File: src/rtl/fault_status_cfg.svh
// Register offsets, bit positions and reset values of the fault status bank.
// Assumes inclusion by bare name from each design file that needs them.
`ifndef FAULT_STATUS_CFG_SVH
`define FAULT_STATUS_CFG_SVH

// Register addresses on the management port
`define ADDR_SUMMARY        8'hc0
`define ADDR_BUS_WARN       8'hd2
`define ADDR_AUX_FAULT      8'hd3
`define ADDR_REG_FAULT      8'hd4

// Reset values
`define RST_BUS_WARN        8'h00
`define RST_AUX_FAULT       8'h00
`define RST_REG_FAULT       8'h00

// Flags that exist in the regulator register
`define REG_FAULT_MASK      8'h31

// Summary register bit positions
`define SUM_BIT_BUS_WARN    0
`define SUM_BIT_AUX_FAULT   1
`define SUM_BIT_REG_FAULT   2
`define SUM_BIT_ALERT       7

// Power-on-reset flag position in the auxiliary register
`define AUX_BIT_POR         7

`endif

File: src/rtl/fault_status_pkg.sv
// Types shared by the fault status bank.
// Assumes the cfg header carries all numeric constants.
package fault_status_pkg;
   typedef logic [7:0] fault_byte_t;
   typedef enum logic [1:0] {
      sel_none,
      sel_write,
      sel_read
   } access_kind_t;
endpackage

File: src/rtl/fault_flag_byte.sv
// One byte of sticky fault flags with host write-zero clear.
// Assumes detector inputs are synchronous to sys_clk.
`timescale 1ns/1ps
`include "fault_status_cfg.svh"
module fault_flag_byte
   import fault_status_pkg::*;
#(
   parameter fault_byte_t RESET_VAL = 8'h00,
   parameter fault_byte_t LIVE_MASK = 8'hff
)
(
   // Clock and control
   input  wire logic        sys_clk,
   input  wire logic        srst,
   input  wire logic        clk_en,
   // Detector events
   input  wire fault_byte_t detect,
   // Host write
   input  wire logic        wr_en,
   input  wire fault_byte_t wr_data,
   // Flag state
   output fault_byte_t      flags
);

   fault_byte_t flags_ff;
   wire fault_byte_t nxt_flags;

   // Per-bit sticky flag; a detect in the clear cycle wins
   genvar gi;
   generate
      for (gi = 0; gi < 8; gi++)
      begin : g_bit
         assign nxt_flags[gi] = LIVE_MASK[gi] &
            (detect[gi] | (wr_en ? (wr_data[gi] & flags_ff[gi]) : flags_ff[gi]));
      end
   endgenerate

   // Writing one keeps state only, never creates a flag
   always_ff @(posedge sys_clk)
   begin
      if (srst)
         flags_ff <= RESET_VAL;
      else if (clk_en)
         flags_ff <= nxt_flags;
   end

   assign flags = flags_ff;

endmodule

File: src/rtl/fault_status_registers.sv
// Fault status bank: bus warnings, auxiliary supplies, regulator flags.
// Assumes a byte register port decoded by the management bus front end,
// detector strobes synchronous to sys_clk, and srst from power-on reset.
// Assumes the host services the power-on flag before clearing it, and
// that clk_en low pauses the register port along with the flags.
`timescale 1ns/1ps
`include "fault_status_cfg.svh"
module fault_status_registers
   import fault_status_pkg::*;
(
   // Clock, reset, enable
   input  wire logic        sys_clk,
   input  wire logic        srst,
   input  wire logic        clk_en,
   // Register strobes
   input  wire logic        reg_wr,
   input  wire logic        reg_rd,
   // Register address and write data
   input  wire logic [7:0]  reg_addr,
   input  wire logic [7:0]  reg_wdata,
   // Read answer
   output logic [7:0]       reg_rdata,
   output logic             reg_rvalid,
   // Conversion direction: 1 step-down, 0 step-up
   input  wire logic        step_down_mode,
   // Low bus warning detectors
   input  wire logic        low_voltage_bus_out_ov,
   input  wire logic        low_voltage_bus_out_uv,
   input  wire logic        low_voltage_bus_in_ov,
   input  wire logic        low_voltage_bus_in_uv,
   // High bus warning detectors
   input  wire logic        high_voltage_bus_out_ov,
   input  wire logic        high_voltage_bus_out_uv,
   input  wire logic        high_voltage_bus_in_ov,
   input  wire logic        high_voltage_bus_in_uv,
   // Auxiliary supply detectors
   input  wire logic        six_volt_aux_rail_ov,
   input  wire logic        six_volt_aux_rail_uv,
   input  wire logic        twelve_volt_driver_rail_ov,
   input  wire logic        twelve_volt_driver_rail_uv,
   input  wire logic        flyback_overcurrent,
   // Supply input, lockout and reset detectors
   input  wire logic        controller_supply_input_ov,
   input  wire logic        low_voltage_bus_supply_lockout,
   input  wire logic        power_on_reset_event,
   // Regulator detectors
   input  wire logic        driver_supply_not_good,
   input  wire logic        aux_regulator_output_ov,
   input  wire logic        aux_regulator_output_uv,
   // Alert
   output logic             alert_pin_n
);

   fault_byte_t bus_warn;
   fault_byte_t aux_fault;
   fault_byte_t reg_fault;
   fault_byte_t summary;
   wire fault_byte_t bus_detect;
   wire fault_byte_t aux_detect;
   wire fault_byte_t reg_detect;
   access_kind_t access_kind;

   logic [7:0] rdata_ff;
   logic       rvalid_ff;
   logic       alert_n_ff;
   logic       por_pend_ff;
   logic [7:0] nxt_rdata;

   // Access decode; write takes priority when both strobes are high
   assign access_kind = reg_wr ? sel_write : (reg_rd ? sel_read : sel_none);

   // Strobe qualifiers shared by the write enables and the read answer
   wire is_write = (access_kind == sel_write);
   wire is_read  = (access_kind == sel_read);

   // Address hits; every other address is unmapped
   wire hit_summary = (reg_addr == `ADDR_SUMMARY);
   wire hit_bus     = (reg_addr == `ADDR_BUS_WARN);
   wire hit_aux     = (reg_addr == `ADDR_AUX_FAULT);
   wire hit_reg     = (reg_addr == `ADDR_REG_FAULT);

   // Write enables; the summary byte is derived, so writes to it are dropped
   wire wr_bus = is_write & hit_bus;
   wire wr_aux = is_write & hit_aux;
   wire wr_reg = is_write & hit_reg;

   // Bus warnings qualified by direction; bits 0, 1, 6 and 7 are gated to step-down mode
   assign bus_detect[0] = low_voltage_bus_out_ov & step_down_mode;
   assign bus_detect[1] = low_voltage_bus_out_uv & step_down_mode;
   assign bus_detect[2] = low_voltage_bus_in_ov & ~step_down_mode;
   assign bus_detect[3] = low_voltage_bus_in_uv & ~step_down_mode;
   assign bus_detect[4] = high_voltage_bus_out_ov & ~step_down_mode;
   assign bus_detect[5] = high_voltage_bus_out_uv & ~step_down_mode;
   assign bus_detect[6] = high_voltage_bus_in_ov & step_down_mode;
   assign bus_detect[7] = high_voltage_bus_in_uv & step_down_mode;

   assign aux_detect[0] = six_volt_aux_rail_ov;
   assign aux_detect[1] = six_volt_aux_rail_uv;
   assign aux_detect[2] = twelve_volt_driver_rail_ov;
   assign aux_detect[3] = twelve_volt_driver_rail_uv;
   assign aux_detect[4] = flyback_overcurrent;
   assign aux_detect[5] = controller_supply_input_ov;
   assign aux_detect[6] = low_voltage_bus_supply_lockout;
   assign aux_detect[`AUX_BIT_POR] = power_on_reset_event | por_pend_ff;

   // regulator flag positions
   // Reserved positions are tied low here and masked in the flag byte too
   assign reg_detect[0]   = driver_supply_not_good;
   assign reg_detect[3:1] = 3'b000;
   assign reg_detect[4]   = aux_regulator_output_ov;
   assign reg_detect[5]   = aux_regulator_output_uv;
   assign reg_detect[7:6] = 2'b00;

   // Power-on reset itself must leave the flag set once reset releases
   always_ff @(posedge sys_clk)
   begin
      if (srst)
         por_pend_ff <= 1'b1;
      else if (clk_en)
         por_pend_ff <= 1'b0;
   end

   fault_flag_byte #(
      .RESET_VAL (`RST_BUS_WARN),
      .LIVE_MASK (8'hff)
   ) u_bus_warn (
      .sys_clk (sys_clk),
      .srst    (srst),
      .clk_en  (clk_en),
      .detect  (bus_detect),
      .wr_en   (wr_bus),
      .wr_data (reg_wdata),
      .flags   (bus_warn)
   );

   fault_flag_byte #(
      .RESET_VAL (`RST_AUX_FAULT),
      .LIVE_MASK (8'hff)
   ) u_aux_fault (
      .sys_clk (sys_clk),
      .srst    (srst),
      .clk_en  (clk_en),
      .detect  (aux_detect),
      .wr_en   (wr_aux),
      .wr_data (reg_wdata),
      .flags   (aux_fault)
   );

   fault_flag_byte #(
      .RESET_VAL (`RST_REG_FAULT),
      .LIVE_MASK (`REG_FAULT_MASK)
   ) u_reg_fault (
      .sys_clk (sys_clk),
      .srst    (srst),
      .clk_en  (clk_en),
      .detect  (reg_detect),
      .wr_en   (wr_reg),
      .wr_data (reg_wdata),
      .flags   (reg_fault)
   );

   fault_summary u_summary (
      .bus_warn  (bus_warn),
      .aux_fault (aux_fault),
      .reg_fault (reg_fault),
      .summary   (summary)
   );

   // Read select as AND-OR of one-hot hits; unmapped addresses read zero
   wire fault_byte_t rd_summary = {8{hit_summary}} & summary;
   wire fault_byte_t rd_bus     = {8{hit_bus}} & bus_warn;
   wire fault_byte_t rd_aux     = {8{hit_aux}} & aux_fault;
   wire fault_byte_t rd_reg     = {8{hit_reg}} & reg_fault;
   assign nxt_rdata = rd_summary | rd_bus | rd_aux | rd_reg;

   // Read answer registered one cycle after the strobe
   always_ff @(posedge sys_clk)
   begin
      if (srst)
      begin
         rdata_ff  <= 8'h00;
         rvalid_ff <= 1'b0;
      end
      else if (clk_en)
      begin
         rvalid_ff <= is_read;
         if (is_read)
            rdata_ff <= nxt_rdata;
      end
   end

   // alert pin low on any fault
   wire nxt_alert_n = ~summary[`SUM_BIT_ALERT];

   // Registered so the pin cannot glitch while flags settle
   always_ff @(posedge sys_clk)
   begin
      if (srst)
         alert_n_ff <= 1'b1;
      else if (clk_en)
         alert_n_ff <= nxt_alert_n;
   end

   assign reg_rdata   = rdata_ff;
   assign reg_rvalid  = rvalid_ff;
   assign alert_pin_n = alert_n_ff;

endmodule

File: src/rtl/fault_summary.sv
// Summary byte: one bit per fault register plus global alert.
// Assumes the three flag bytes come straight from flops.
`timescale 1ns/1ps
`include "fault_status_cfg.svh"
module fault_summary
   import fault_status_pkg::*;
(
   // Flag bytes
   input  wire fault_byte_t bus_warn,
   input  wire fault_byte_t aux_fault,
   input  wire fault_byte_t reg_fault,
   // Summary
   output wire fault_byte_t summary
);

   wire any_bus = |bus_warn;
   wire any_aux = |aux_fault;
   wire any_reg = |reg_fault;

   // Registers beyond the third are not in this bank, read zero
   assign summary[`SUM_BIT_BUS_WARN]  = any_bus;
   assign summary[`SUM_BIT_AUX_FAULT] = any_aux;
   assign summary[`SUM_BIT_REG_FAULT] = any_reg;
   assign summary[6:3]                = 4'h0;
   assign summary[`SUM_BIT_ALERT]     = any_bus | any_aux | any_reg;

endmodule
File: config.mk
export PLATFORM = sky130hd
export DESIGN_NAME = fault_status_registers
export DESIGN_NICKNAME = d
export VERILOG_FILES = /design/src/rtl/fault_status_pkg.sv /design/src/rtl/fault_flag_byte.sv /design/src/rtl/fault_status_registers.sv /design/src/rtl/fault_summary.sv
export VERILOG_INCLUDE_DIRS = /design/src /design/src/rtl
export SDC_FILE = /design/constraint.sdc
export NUM_CORES = 1
export LEC_CHECK = 0
export ABC_AREA = 1
export BUFFER_PORTS_ARGS = -buffer_cell sky130_fd_sc_hd__buf_2
export CORE_UTILIZATION = 50
export CTS_CLUSTER_DIAMETER = 50
export DETAILED_ROUTE_END_ITERATION = 16
export GPL_TIMING_DRIVEN = 0
export PLACE_DENSITY = 0.78
export RECOVER_POWER = 100
export SYNTH_ARGS = -nofsm -noshare
export SYNTH_HDL_FRONTEND = slang
export SYNTH_SLANG_ARGS = --single-unit
File: constraint.sdc
create_clock -name sys_clk -period 2.5 [get_ports sys_clk]
set_input_delay 0.5 -clock sys_clk [delete_from_list [all_inputs] [get_ports sys_clk]]
set_output_delay 0.5 -clock sys_clk [all_outputs]
set_load 0.02 [all_outputs]
# ---- Word-level counts from Yosys, hierarchy flattened
# Cells that the tools add are included.
dict set report classes {
  reduce_logical 4
  bitwise_logic 61
  n_eq_ne 6
  muxes 21
}
# op n
set ops {}
lappend ops {{8-bit equality test, second input constant} 4}
lappend ops {{1-bit AND} 30}
lappend ops {{8-bit AND} 3}
lappend ops {{8-bit bitwise OR} 3}
lappend ops {{1-bit bitwise OR} 22}
lappend ops {{1-bit 2-to-1 mux} 19}
lappend ops {{8-bit OR reduction} 2}
lappend ops {{8-bit by 6-bit AND with 8-bit output} 1}
lappend ops {{2-bit 2-to-1 mux} 2}
lappend ops {{3-bit OR reduction} 1}
lappend ops {{2-bit by 1-bit equality test with 1-bit output, second input constant} 1}
lappend ops {{2-bit equality test, second input constant} 1}
lappend ops {{1-bit NOT} 2}
lappend ops {{2-bit AND reduction} 1}
dict set report word_totals {
  out_inout_bits 10
  register_bits 30
  elab_cells 99
  input_bits 41
}

# ---- Longest topological paths before layout
dict set report depth {
  ltp_word 7
  depth_mapped 8
}

# ---- Cells and area by module
# A second synthesis with hierarchy kept.
dict set report unflattened {
  cells_unflattened 303
  area_unflattened_um2 1910.6
}
# mod instances seq_area_each_um2 cells_per_inst area_per_inst_um2
set modules_own_cells {}
lappend modules_own_cells {fault_status_registers 1 220.2 142 838.3}
lappend modules_own_cells {{fault_flag_byte at u_aux_fault ...} 2 160.2 52 377.9}
lappend modules_own_cells {{fault_flag_byte at u_reg_fault} 1 60.1 24 165.2}
lappend modules_own_cells {fault_summary 1 0.0 33 151.4}

# ---- Worst setup path after synthesis
# No wires, ideal clock.
dict set report synth_timing {
  path_type {input to register}
  from {input port reg_addr[5]}
  to {register u_reg_fault.flags_ff[5], in the netlist u_reg_fault.flags[5]}
  n_path_buf 1
  required_time_ns 2.368
  path_slack_ns 1.272
  stages 7
  t_arrival_ns 1.096
  cell_sequence {inv_1 -> nand2_2 -> nor2_8 -> buf_4 -> nand4_1 -> nand2_1 -> a21oi_1}
}
dict set report synth_between {
  elab_chain_len 4
}
# element line
set synth_rtl {}
lappend synth_rtl {{from (decl)} fault_status_registers.sv:19} ;# input wire logic [7:0] reg_addr,
lappend synth_rtl {{8-bit equality test (no source line)} n/a}
lappend synth_rtl {{1-bit AND} fault_status_registers.sv:85} ;# wire wr_reg = is_write & hit_reg;
lappend synth_rtl {{1-bit 2-to-1 mux} fault_flag_byte.sv:34} ;# (detect[gi] | (wr_en ? (wr_data[gi] & flags_ff[gi]) : flags_ff[gi]));
lappend synth_rtl {{1-bit bitwise OR} fault_flag_byte.sv:34}
lappend synth_rtl {{to (signal assigned)} fault_flag_byte.sv:44} ;# flags_ff <= nxt_flags;
lappend synth_rtl {{to (decl)} fault_flag_byte.sv:25} ;# fault_byte_t flags_ff;
# No other way between the ends.
# A chain may end at the register's enable or synchronous reset.

# ---- Worst setup path after layout
dict set report layout_timing {
  from {input port reg_addr[3]}
  to {register u_bus_warn.flags_ff[3], in the netlist u_bus_warn.flags[3]}
}
dict set report layout_between {
  elab_chain_len 4
}
# element line
set layout_rtl {}
lappend layout_rtl {{8-bit equality test (no source line)} n/a}
lappend layout_rtl {{1-bit AND} fault_status_registers.sv:83} ;# wire wr_bus = is_write & hit_bus;
lappend layout_rtl {{1-bit 2-to-1 mux} fault_flag_byte.sv:34}
lappend layout_rtl {{1-bit bitwise OR} fault_flag_byte.sv:34}
lappend layout_rtl {{to (signal assigned)} fault_flag_byte.sv:44}
lappend layout_rtl {{to (decl)} fault_flag_byte.sv:25}
# No other way between the ends.

==> run metrics <==
RSZ-0062 raised after global routing false; post-cts sizing count 0; Starting Density 0.530; register bit count reported by yosys 30; Place WS 1.04 ns; Yosys cell types 20; DIE HEIGHT 58.9 um; hold_sp twelve_volt_driver_rail_ov; CP Launch Type input port; First-pass DRT Iterations 4; DIE WIDTH 58.9 um; Clock Skew 0.0174 ns; Post-Synth Simple-Gate Area 0.407; GRT Residual Overflow 0; CP Capture Type flip-flop; Synthesis Warnings 0; Compound-Gate Fraction of Synth Area 0.120; hold slack 0.395 ns; H-tree Lvls 2; Total GRT Usage 0.272; most frequent CP cell nand2_1; worst-case clock buffer depth 2; Vias 1786; design area 1950 um^2; core area 3050 um^2; period utilization 0.631; Multi-input gate area 841 um^2; DRC viols 0; status finished, final reports clean; final hold vios 0; antenna-violating nets left 0; Non-Filler Instances 348; Max VDD drop 0.331 mV; classification of the worst-slack hold path in2reg; setup violators final 0; Mapped Area 1620 um^2; MaxCap Viol Count 0; FF-to-FF path depth 6; crit-path cells buf_2 > inv_1 > nand2_1 > nor2_1 > clkbuf_1 > nand4_1 > nand2_1 > a21oi_1; vias per std cell 5.13; crit path max fanout 10; first-pass GRT wire length 7.00 mm; Largest delay share family, worst path simple AND/OR/NAND/NOR gates; Crit path largest cell delay 0.41 ns; worst hold path endpoint u_aux_fault.flags[2]; Worst R2R Start u_aux_fault.flags[6]; layout cells sized above 1 0.194; sequential cell area fraction in the yosys report 0.371; Reg area 601 um^2; clock sinks 30; FMAX 634 MHz; row count 20; TritonCTS Buffers 5; final core utilization 0.637; dpl hpwl 3.20 mm; Critical Path RT 2.72 ns; XOR/XNOR share of the synthesized area 0; Clock Pin Slew Worst Setup and Hold Paths 0.10 ns; Slew HR 0.667; GP Congestion 0.853; IO buf count 50; Final WS setup 0.923 ns; antenna violations before repair 0; overall power 1.00 mW; Tmin final 1.58 ns; largest family of logic cells by synthesized area simple AND/OR/NAND/NOR gates; postcts setup bufs 0; Avg Inst Size Synth 6.58 um^2; worst endpoint data arrival time 1.79 ns; nets 344; Initial DRC Count 79; later-pin clock latency in the skew report 0.34 ns; WL/cell 11.8 um; Routed WL 4.12 mm; ANT cells 0; reg-to-reg setup timing slack 1.38 ns; Syn Inst Count 246; number of global-route vias before repair 1619; Crit Path Class in2reg; Leak 0.874 nW; Mapped Nets 287; CTS Root Cell clkbuf_4; post-synthesis adder-cell area fraction 0; worst path buffer plus inverter count 3; path length in cells of the critical path 8; Critical-path top delay cell clkbuf_1; CTS tree built; placed inst area 1920 um^2; Final Max Tran Viols 0; Critical R2R Capture reg_rdata[1]; area grow syn2layout 20.2%; Worst Tran Pin Value 0.500 ns; DP Cell Count 340; filler cell count 344; mux share of post-synthesis cell area 0; Post-CTS Hold Buffers 0; P per Cell Area 515 nW/um^2; largest net degree at the start of global routing 11; I/O Pins 51; hold path depth 3; setup_tns 0 ns; die area 3470 um^2
[final cells by class]
cell class,count,area share
repair buffers,50,0.122
well taps,44,0.0283
multi-input cells,181,0.432
plain buffers,13,0.0360
clock buffers,7,0.0283
flip-flops and latches,30,0.309
clock inverters,1,0.00257
inverters,22,0.0424
[placed cells by master (no fill, tap or decap), drive strengths merged]
master and n:
nor2 41, clkinv 1, a21oi 24, clkbuf 25
buf 45, dfxtp 30, o21ai 14, nand2 58
nor3 1, inv 22, nand3 24, nand4 19
[synthesized netlist by cell type, drive strengths merged]
cell | instances | area share
nand3 | 24 | 0.074
buf | 11 | 0.046
nor3 | 1 | 0.0031
dfxtp | 30 | 0.37
nor2 | 41 | 0.12
inv | 22 | 0.051
clkbuf | 2 | 0.0046
nand4 | 19 | 0.073
o21ai | 14 | 0.043
a21oi | 24 | 0.077
nand2 | 58 | 0.14
[worst min-delay path, stage by stage]
cell and delay, ns:
buf_2 0.09, nand2_1 0.05, a21oi_1 0.05
[power breakdown]
group / total (mW) / leakage, nW / internal, mW / switching [mW]
Clock: 0.307 / 0.0353 / 0.136 / 0.171
Combinational: 0.167 / 0.591 / 0.0649 / 0.102
Sequential: 0.528 / 0.247 / 0.506 / 0.0215
Total: 1.00 / 0.874 / 0.707 / 0.295
[flip-flops by register name, indices dropped and copies added (netlist names)]
signal / cells
u_reg_fault.flags: 3
u_bus_warn.flags: 8
reg_rvalid: 1
reg_rdata: 8
alert_pin_n: 1
u_aux_fault.flags: 8
por_pend_ff: 1
[routing by layer]
| metal | vias up | track usage | routed length, um |
|---|---|---|---|
| met5 | - | 0 | 0 |
| met4 | 0 | 0.116 | 85 |
| met3 | 8 | 0.0527 | 227 |
| met2 | 54 | 0.450 | 1940 |
| met1 | 801 | 0.345 | 1870 |
| li1 | 923 | - | - |
[cell families (layout without fill, tap and decap cells)]
| logic type | after synthesis | in the layout |
|---|---|---|
| AND/OR/NAND/NOR | 143 | 143 |
| flip-flops | 30 | 30 |
| buffers and inverters | 35 | 93 |
| AO/OA/AOI/OAI | 38 | 38 |
[how the worst max path moves through the flow]
stage / slack, ns / start / endpoint
2_1_floorplan: 1.27 / reg_addr[5] / u_reg_fault.flags[5]
6_report: 0.92 / reg_addr[3] / u_bus_warn.flags[3]
3_5_place_dp: 1.04 / reg_addr[5] / u_reg_fault.flags[4]
4_1_cts: 1.15 / reg_rvalid / reg_rvalid
3_3_place_gp: 1.04 / reg_addr[5] / u_reg_fault.flags[0]
5_1_grt: 0.77 / reg_addr[3] / reg_rdata[4]
Power figures use the tool's default switching activity.
